File: src/inc/lbs_pkg.sv
`default_nettype none
package lbs_pkg;
  localparam int unsigned CLK_HZ = 250_000_000;
  // Times in milliseconds.
  localparam int unsigned DARK_MS = 4000;
  localparam int unsigned RED_MS = 40000;
  localparam int unsigned GREEN_MS = 10000;
  localparam int unsigned LONG_MS = 4000;
  localparam int unsigned SOLID_MS = 2000;
  localparam int unsigned DEBOUNCE_MS = 20;
  localparam int unsigned TICK_MS = 1;
  localparam int unsigned TICK_CYC = CLK_HZ / 1000 * TICK_MS;
  // Blink half periods in milliseconds.
  localparam int unsigned SLOW_HALF_MS = 500;
  localparam int unsigned FAST_HALF_MS = 100;
  localparam logic [23:0] PAIR_CODE_DEFAULT = 24'h000000;
  localparam logic AP_EN_DEFAULT = 1'b1;
  localparam logic BT_EN_DEFAULT = 1'b1;

  typedef enum {
    ST_DARK,
    ST_RED,
    ST_GREEN,
    ST_RUN,
    ST_SOLID,
    ST_FAST
  } lbs_state_t;

  typedef struct packed {
    logic ap_red;
    logic ap_green;
    logic bt_blue;
  } lbs_leds_t;

  typedef struct packed {
    logic ap_en;
    logic bt_en;
    logic [23:0] pair_code;
    logic net_reset;
  } lbs_cfg_t;
endpackage : lbs_pkg
`default_nettype wire

File: src/hdl/lbs_ctrl.sv
`default_nettype none
module lbs_ctrl
  import lbs_pkg::*;
#(
  parameter int unsigned TICK_CYCLES = TICK_CYC,
  parameter logic [23:0] PAIR_CODE_INIT = PAIR_CODE_DEFAULT
) (
  // Clock and reset.
  input wire logic core_clk,
  input wire logic rst_b,
  // Button pin, high while pressed.
  input wire logic button_pin,
  // Radio state from the system.
  input wire logic bt_connected,
  input wire logic ap_en_at_boot,
  input wire logic bt_en_at_boot,
  // Indicator LEDs.
  output var lbs_leds_t ap_bt_leds,
  // Radio configuration and reset event.
  output var lbs_cfg_t radio_cfg,
  output logic boot_done
);

  localparam int unsigned TW = $clog2(TICK_CYCLES + 1);

  typedef struct packed {
    logic [TW-1:0] pre;
    logic tick;
    logic [15:0] ms;
    logic [15:0] blink_ms;
    logic slow_ph;
    logic fast_ph;
    logic [2:0] sync;
    logic [15:0] deb_ms;
    logic btn;
    logic [15:0] hold_ms;
    logic long_done;
    lbs_state_t st;
    logic boot_ap;
    logic boot_bt;
    logic radio_off;
    lbs_leds_t leds;
    lbs_cfg_t cfg;
    logic done;
  } lbs_regs_t;

  lbs_regs_t r_ff;
  lbs_regs_t nxt_r;

  function automatic logic [15:0] ms16(input int unsigned v);
    return v[15:0];
  endfunction : ms16

  always_comb begin
    nxt_r = r_ff;
    nxt_r.cfg.net_reset = 1'b0;
    // Shared millisecond timebase for every delay and blink.
    nxt_r.tick = 1'b0;
    if (r_ff.pre == TW'(TICK_CYCLES - 1)) begin
      nxt_r.pre = '0;
      nxt_r.tick = 1'b1;
    end else begin
      nxt_r.pre = r_ff.pre + TW'(1);
    end
    if (r_ff.tick) begin
      nxt_r.blink_ms = r_ff.blink_ms + 16'h0001;
      if (r_ff.blink_ms % ms16(FAST_HALF_MS) == 16'h0000) begin
        nxt_r.fast_ph = ~r_ff.fast_ph;
      end
      if (r_ff.blink_ms == ms16(SLOW_HALF_MS - 1)) begin
        nxt_r.blink_ms = '0;
        nxt_r.slow_ph = ~r_ff.slow_ph;
      end
    end
    // Three-stage synchroniser, then a debounce of a quiet interval.
    nxt_r.sync = {r_ff.sync[1:0], button_pin};
    if (r_ff.sync[2] == r_ff.btn) begin
      nxt_r.deb_ms = '0;
    end else if (r_ff.tick) begin
      nxt_r.deb_ms = r_ff.deb_ms + 16'h0001;
      if (r_ff.deb_ms == ms16(DEBOUNCE_MS - 1)) begin
        nxt_r.btn = r_ff.sync[2];
        nxt_r.deb_ms = '0;
      end
    end
    // Hold timer; releasing resets it, so the hold must be continuous.
    if (!r_ff.btn) begin
      nxt_r.hold_ms = '0;
      nxt_r.long_done = 1'b0;
    end else if (r_ff.tick && r_ff.hold_ms != ms16(LONG_MS)) begin
      nxt_r.hold_ms = r_ff.hold_ms + 16'h0001;
    end
    if (r_ff.tick) begin
      nxt_r.ms = r_ff.ms + 16'h0001;
    end
    case (r_ff.st)
      ST_DARK: begin
        nxt_r.leds = '0;
        if (r_ff.tick && r_ff.ms == ms16(DARK_MS - 1)) begin
          nxt_r.st = ST_RED;
          nxt_r.ms = '0;
        end
      end
      ST_RED: begin
        nxt_r.leds = '{ap_red: r_ff.slow_ph, default: 1'b0};
        if (r_ff.tick && r_ff.ms == ms16(RED_MS - 1)) begin
          nxt_r.st = ST_GREEN;
          nxt_r.ms = '0;
        end
      end
      ST_GREEN: begin
        nxt_r.leds = '{ap_green: r_ff.slow_ph & r_ff.boot_ap,
                       default: 1'b0};
        if (r_ff.tick && r_ff.ms == ms16(GREEN_MS - 1)) begin
          nxt_r.st = ST_RUN;
          nxt_r.ms = '0;
          nxt_r.done = 1'b1;
        end
      end
      ST_RUN: begin
        nxt_r.leds.ap_red = r_ff.slow_ph & ~r_ff.cfg.ap_en;
        nxt_r.leds.ap_green = r_ff.slow_ph & r_ff.cfg.ap_en;
        // Fourth boot stage and operation share the Bluetooth display.
        nxt_r.leds.bt_blue = r_ff.cfg.bt_en &
                             (bt_connected | r_ff.slow_ph);
        if (r_ff.btn && r_ff.tick && r_ff.hold_ms == ms16(LONG_MS - 1)) begin
          nxt_r.st = ST_SOLID;
          nxt_r.ms = '0;
          nxt_r.long_done = 1'b1;
          nxt_r.cfg.ap_en = AP_EN_DEFAULT;
          nxt_r.cfg.pair_code = PAIR_CODE_INIT;
          nxt_r.cfg.net_reset = 1'b1;
          nxt_r.radio_off = 1'b1;
        end else if (!r_ff.btn && nxt_r.btn == 1'b0 && r_ff.hold_ms != '0
                     && !r_ff.long_done) begin
          nxt_r.hold_ms = '0;
        end
      end
      ST_SOLID: begin
        nxt_r.leds = '{ap_red: 1'b0, ap_green: 1'b1, bt_blue: 1'b1};
        if (r_ff.tick && r_ff.ms == ms16(SOLID_MS - 1)) begin
          nxt_r.st = ST_FAST;
          nxt_r.ms = '0;
        end
      end
      ST_FAST: begin
        // Stays here until power is cycled.
        nxt_r.leds = '{ap_green: r_ff.fast_ph, default: 1'b0};
        nxt_r.ms = '0;
      end
      default: begin
        nxt_r.st = ST_DARK;
      end
    endcase
    // Short press: released before the long threshold.
    if (r_ff.st == ST_RUN && r_ff.btn && !nxt_r.btn && !r_ff.long_done
        && r_ff.hold_ms < ms16(LONG_MS)) begin
      nxt_r.cfg.ap_en = ~r_ff.cfg.ap_en;
      nxt_r.cfg.bt_en = ~r_ff.cfg.bt_en;
    end
    // Radios stay down after a factory reset until power cycle.
    if (r_ff.radio_off) begin
      nxt_r.cfg.bt_en = 1'b0;
    end
  end

  always_ff @(posedge core_clk) begin
    if (!rst_b) begin
      r_ff <= '0;
      r_ff.st <= ST_DARK;
      r_ff.cfg.pair_code <= PAIR_CODE_INIT;
      r_ff.boot_ap <= AP_EN_DEFAULT;
      r_ff.boot_bt <= BT_EN_DEFAULT;
      r_ff.cfg.ap_en <= AP_EN_DEFAULT;
      r_ff.cfg.bt_en <= BT_EN_DEFAULT;
    end else begin
      r_ff <= nxt_r;
      // Boot-time enables are caught during the dark stage.
      if (r_ff.st == ST_DARK) begin
        r_ff.boot_ap <= ap_en_at_boot;
        r_ff.boot_bt <= bt_en_at_boot;
        r_ff.cfg.ap_en <= ap_en_at_boot;
        r_ff.cfg.bt_en <= bt_en_at_boot;
      end
    end
  end

  always_comb begin
    ap_bt_leds = r_ff.leds;
    radio_cfg = r_ff.cfg;
    radio_cfg.ap_en = r_ff.cfg.ap_en & ~r_ff.radio_off;
    boot_done = r_ff.done;
  end

endmodule : lbs_ctrl
`default_nettype wire

File: config.mk
export PLATFORM = sky130hd
export DESIGN_NAME = lbs_ctrl
export DESIGN_NICKNAME = d
export VERILOG_FILES = /design/src/inc/lbs_pkg.sv /design/src/hdl/lbs_ctrl.sv
export SDC_FILE = /design/constraint.sdc
export NUM_CORES = 1
export LEC_CHECK = 0
export BUFFER_PORTS_ARGS = -buffer_cell sky130_fd_sc_hd__buf_2
export CELL_PAD_IN_SITES_DETAIL_PLACEMENT = 0
export CELL_PAD_IN_SITES_GLOBAL_PLACEMENT = 1
export CORE_ASPECT_RATIO = 0.7
export CORE_MARGIN = 2
export CORE_UTILIZATION = 45
export CTS_CLUSTER_SIZE = 24
export DETAILED_ROUTE_END_ITERATION = 7
export PLACE_DENSITY_LB_ADDON = 0.1
export SYNTH_ARGS = -nofsm -noshare
export SYNTH_HDL_FRONTEND = slang
export SYNTH_SLANG_ARGS = --single-unit
File: constraint.sdc
create_clock -name core_clk -period 9 [get_ports core_clk]
set_clock_uncertainty 0.15 [all_clocks]
set_input_delay 0.45 -clock core_clk [delete_from_list [all_inputs] [get_ports core_clk]]
set_output_delay 0.45 -clock core_clk [all_outputs]
set_load 0.005 [all_outputs]
== After elaboration in Yosys (flattened, before gate mapping) ==
Index checks and enable logic that the tools add are counted.

* Register bits: 131
* Latch bits: 0
* Memory bits (writable): 0
* Memory bits (read-only): 0
* Output and inout port bits: 31
* Word-level logic and storage cells: 128
* Memories: 0

* Add/subtract/negate cells: 5
* Multipliers: 0
* Divide/modulo/power cells: 1
* $lt $le $gt $ge: 1
* Eq/ne operators: 21
* Shift operators: 0
* Multiplexer cells: 31
* Bitwise gates (word level): 14
* Reductions and logical operators: 34

{| class="wikitable"
|+ Operators by type and width
! cell !! count
|-
| $pmux 32 s6 || 1
|-
| $mux 16 || 10
|-
| $mux 32 || 4
|-
| $eq 32x3->1 const B || 3
|-
| $pmux 16 s6 || 1
|-
| $add 16x1->16 const B || 4
|-
| $eq 32x2->1 const B || 2
|-
| $logic_not 32->1 || 2
|-
| $mux 17 || 3
|-
| $mux 33 || 1
|-
| $eq 16x12->1 const B || 2
|-
| $eq 32x1->1 const B || 1
|-
| $add 18x1->18 const B || 1
|-
| $eq 18x18->1 const B || 1
|-
| $pmux 3 s6 || 1
|-
| $eq 16x11->1 const B || 1
|-
| $eq 16x14->1 const B || 1
|-
| $eq 16x16->1 const B || 1
|-
| $eq 16x5->1 const B || 1
|-
| $eq 16x9->1 const B || 1
|-
| $logic_not 16->1 || 1
|-
| $lt 16x12->1 const B || 1
|-
| $mod 16x7->16 const B || 1
|-
| $ne 16x12->1 const B || 1
|-
| 15 further kinds || 61
|}

== Logic depth before layout (Yosys ltp) ==
* Word-level depth: 11
* Mapped depth: 26
* Gate-level depth less buffers: 22

== Worst setup path before layout ==
OpenSTA, ideal clock, no wires.

* Path kind: flip-flop to flip-flop
* Start point: register r_ff[120] (netlist bit)
* End point: register r_ff[103] (netlist bit)
* Setup time: 0.071 ns
* Data arrival time: 5.309 ns
* Required time: 8.779 ns
* Setup slack: 3.471 ns
* Cell stages (with the launch flop): 25
* Path buffers: 3
* Clock period less this slack: 5.529 ns
* Cell sequence: dfxtp_1 -> buf_6 -> maj3_2 -> a211oi_2 -> o21ai_1 -> a211o_1 -> a21o_1 -> a211o_1 -> buf_6 -> a211o_1 -> buf_2 -> a32oi_1 -> o211ai_1 -> a32o_2 -> nor3b_1 -> o31a_1 -> or2_1 -> o21a_1 -> mux2_1 -> nor2_1 -> or3_1 -> a211oi_2 -> mux2i_1 -> or3_1 -> a21oi_1

* Word-level cells in the longest chain between the ends: 3

{| class="wikitable"
|+ RTL lines
! what !! RTL line !! source
|-
| from (decl) || lbs_ctrl.sv:47 || <nowiki>lbs_regs_t r_ff;</nowiki>
|-
| from (signal assigned) || lbs_ctrl.sv:177 || <nowiki>r_ff <= nxt_r;</nowiki>
|-
| $mod 16x7->16 || lbs_ctrl.sv:67 || <nowiki>if (r_ff.blink_ms % ms16(FAST_HALF_MS) == 16'h0000) begin</nowiki>
|-
| $logic_not 16->1 || lbs_ctrl.sv:67 ||
|-
| $reduce_and 2->1 (no line) || -- ||
|}

No other way between the ends.
A chain may end at the register's enable or synchronous reset.

== Worst setup path after layout ==
* Start point: register r_ff[118] (netlist bit)
* End point: register r_ff[103] (netlist bit)

The elaborated chain is that of the path after synthesis.

==> results.md <==
- Final period util: 76.84%
- HPWL Detailed: 10.48 mm
- Overall Global Routing Usage: 19.24%
- Req. time, crit path: between 9 and 10 ns
- Cells after Synth: between 800 and 900
- P per Cell Area: 124.8 mW/mm^2
- Largest net degree at the start of global routing: 26
- Final-report setup violation count: 0
- GR Overflow Total: 0
- # fillers: 1395
- Clk slew on worst S/H paths: 0.07 ns
- Clock root cell: clkbuf_16
- Ys Warns: 0
- Clock latency at the later pin of the worst-skew pair: 0.34 ns
- Register bit count reported by yosys: 102
- CTS Sinks: roughly 100
- Starting Density: 46.12%
- PortBufs: 12
- Wire length on met3: roughly 730 um
- Rows: 36
- DR top layer: met4
- Synth Cell Area: 0.006440 sq mm
- Wirelength per Cell: 14.33 um
- Number of synthesized flops with an enable pin: 0
- WL met2: 5.945 mm
- Post-CTS Hold Fix Bufs: 0
- Top_reg_cell synth: dfxtp_1
- RSZ-0062 raised after global routing: no
- Multi-input gate area: 0.003993 sq mm
- Distinct cells, synth: 79
- Total Power: 0.8384 mW
- Final WL: roughly 14 mm
- IO Pins: 37
- Final Util: 48.13%
- DR vias: 5596
- Fraction of layout cells with a size suffix above 1: 6.691%
- TritonCTS Buffers: 9
- Area occupied by registers: 0.002042 sq mm
- M1 WL: 7.484 mm
- Initial antenna violation count: 0
- CP max FO: 25
- Leak: 2.294 nW
- Fmax: 0.1446 GHz
- Global-route wire length before repair: 25.01 mm
- Worst slew pin tran: 1.084 ns
- Crit Path Class: register to register
- Drt pass-1 iters: 6
- Post-synthesis mux area share: 1.749%
- DRT iter0 DRCs: 347
- Vias in the first global route: 5094
- Adder-cell area share of the yosys netlist: 2.021%
- DR DRC count: 0
- Area growth syn-to-layout: 4.352%
- CTS tree: done
- PostCTS Resize Cnt: 0
- Routed vias/inst: 5.613
- Outcome: complete, no violations
- Syn_area_per_cell: 7.825 sq um
- Fin. Hold Viols: 0
- Die Ht: 104.1 um
- CP Launch Type: register
- Seq/Total Area, Yosys: 31.71%
- Die width: roughly 150 um
- Synth Area in Compound Gates: between 10% and 20%
- Setup total negative slack: 0 ns
- Core ar.: 0.01396 sq mm
- Die ar.: 0.01530 sq mm
- Inserted Diodes: 0
- Asr flop ratio synth: 0%
- Number of H-tree levels: 3
- Post-route minimum period: a little under 7 ns
- Largest family of logic cells by synthesized area: simple AND/OR/NAND/NOR gates
- Post-Synth XOR/XNOR Area: 11.40%
- Setup bufs post-CTS: 0
- GPL Wtd Cong: 0.8584
- Post-synthesis simple-gate area fraction: 27.06%
- CTS Buffer Depth: 2
- Crit path arrival time: 7.03 ns
- Fin Hold WS: approximately 0.16 ns
- Hold Path Class: primary input to register
- Nets@finish: approximately 820
- Crit end category: register
- ANT nets after route: 0
- Maximum vdd drop: 0.00009490 V
- Max transition margin: 27.22%
- Max_cap viols: 0
- Fin. max-slew vios: 0
-- cell families (layout without fill, tap and decap cells) --
| kind of cell | Yosys count | in the layout |
|---|---|---|
| fa+ha+maj | 11 | 11 |
| flops | 102 | 102 |
| buf+inv | 94 | 55 |
| other cells | 1 | 24 |
| simple gates | 360 | 360 |
| mux | 11 | 11 |
| compound gates | 161 | 161 |
| xor+xnor | 83 | 83 |
-- cell usage in the layout (no fill, tap or decap), types with 4 or more instances in the layout --
master     Yosys  final
a211o_1        5      5
a211oi_1      10     10
a211oi_2       5      5
a21o_1         8      8
a21oi_1       29     29
a31oi_1       10     10
and2_1        14     14
and3_1        11     11
buf_2          6     12
clkbuf_16      0      9
conb_1         1     24
dfxtp_1      102    102
ha_1           7      7
inv_1         25     25
mux2i_1        9      9
nand2_1       50     50
nand2b_1       7      7
nand3_1       44     44
nand4_1       33     33
nor2_1       134    134
nor3_1        19     19
nor3b_1        4      4
nor4_1         8      8
o211a_1        4      4
o211ai_1       5      5
o21a_1         4      4
o21ai_0       26     26
o21ai_1       10     10
o31ai_1        4      4
or2_2          5      5
or3_1         13     13
xnor2_1       45     45
xor2_1        37     37
-- flip-flops by register name, indices dropped and copies added (netlist names) --
signal      cells
r_ff           93
radio_cfg       2
nxt_r           3
ap_bt_leds      3
boot_done       1
-- path summary, 6_finish.rpt --
| path | startpoint | to | slack, ns | cells past startpoint |
|---|---|---|---|---|
| worst min register to register | nxt_r[101] | nxt_r[102] | 0.29 | 1 |
| worst min-delay path | button_pin | nxt_r[101] | 0.16 | 2 |
| worst max register to register | r_ff[118] | r_ff[103] | 2.08 | 22 |
| worst max-delay path | r_ff[118] | r_ff[103] | 2.08 | 22 |
-- metrics by stage --
stage	worst slack (ns)	cell area, sq um	std cells
global route	1.399	6720	997
floorplan	3.471	6526	846
global placement	2.447	6437	981
CTS	2.177	6720	997
finish	2.085	6720	997
detailed placement	2.175	6437	981
-- synthesized netlist by cell type (4+ instances only) --
cell type  count  share of area, %
o211a_1        4              0.62
o211ai_1       5              0.58
clkbuf_1      27               1.6
nand2_1       50               2.9
a31oi_1       10              0.97
nand2b_1       7              0.68
xnor2_1       45               6.1
buf_2          6              0.47
nor3_1        19               1.5
buf_4         31               3.6
ha_1           7               1.4
o21a_1         4              0.47
nor2_1       134               7.8
a21oi_1       29               2.3
a21o_1         8              0.93
nand4_1       33               3.2
o21ai_1       10              0.78
and3_1        11               1.1
inv_1         25               1.5
mux2i_1        9               1.4
nor3b_1        4              0.47
a211o_1        5              0.68
o31ai_1        4              0.47
nor4_1         8              0.78
dfxtp_1      102                32
o21ai_0       26               2.0
nand3_1       44               3.4
or2_2          5              0.49
or3_1         13               1.3
a211oi_2       5              0.97
a211oi_1      10               1.2
xor2_1        37               5.0
and2_1        14               1.4
-- per-layer routing --
layer  up-vias  GRT usage [%]
met4         0          3.640
met3        11          3.684
met5         -              0
met2       145          28.20
li1       2817              -
met1      2623          29.35
-- critical path, stage by stage, from the launching register on --
cell and delay, ns:
dfxtp_1 0.86, nand2_1 0.26, o211ai_1 0.40, a221oi_2 0.15, o22ai_2 0.33, o21ai_1 0.23, a21o_1 0.27, a21oi_1 0.68
a211o_1 0.44, a2111o_1 0.19, o31ai_1 0.08, o311a_1 0.42, o22ai_2 0.17, o211a_1 0.31, a311oi_1 0.17, or2_0 0.25
a221oi_2 0.22, nor2_1 0.11, or3_1 0.40, a211oi_2 0.22, mux2i_1 0.10, or3_1 0.30, a21oi_1 0.13
-- cell type report --
class	instances	share of cell area (%)
multi-input cells	650	59.41
flip-flops and latches	102	30.39
clock buffers	12	3.668
well taps	190	3.538
inverters	26	1.452
repair buffers	13	1.005
clock inverters	4	0.5399
-- report_power, final --
part	internal (mW)	total (mW)	leakage, nW	switching [mW]
Clock	0.199	0.369	0.136	0.169
Combinational	0.00371	0.0143	1.33	0.0106
Sequential	0.453	0.456	0.823	0.00211
Total	0.657	0.838	2.29	0.182
Power figures use the tool's default switching activity.
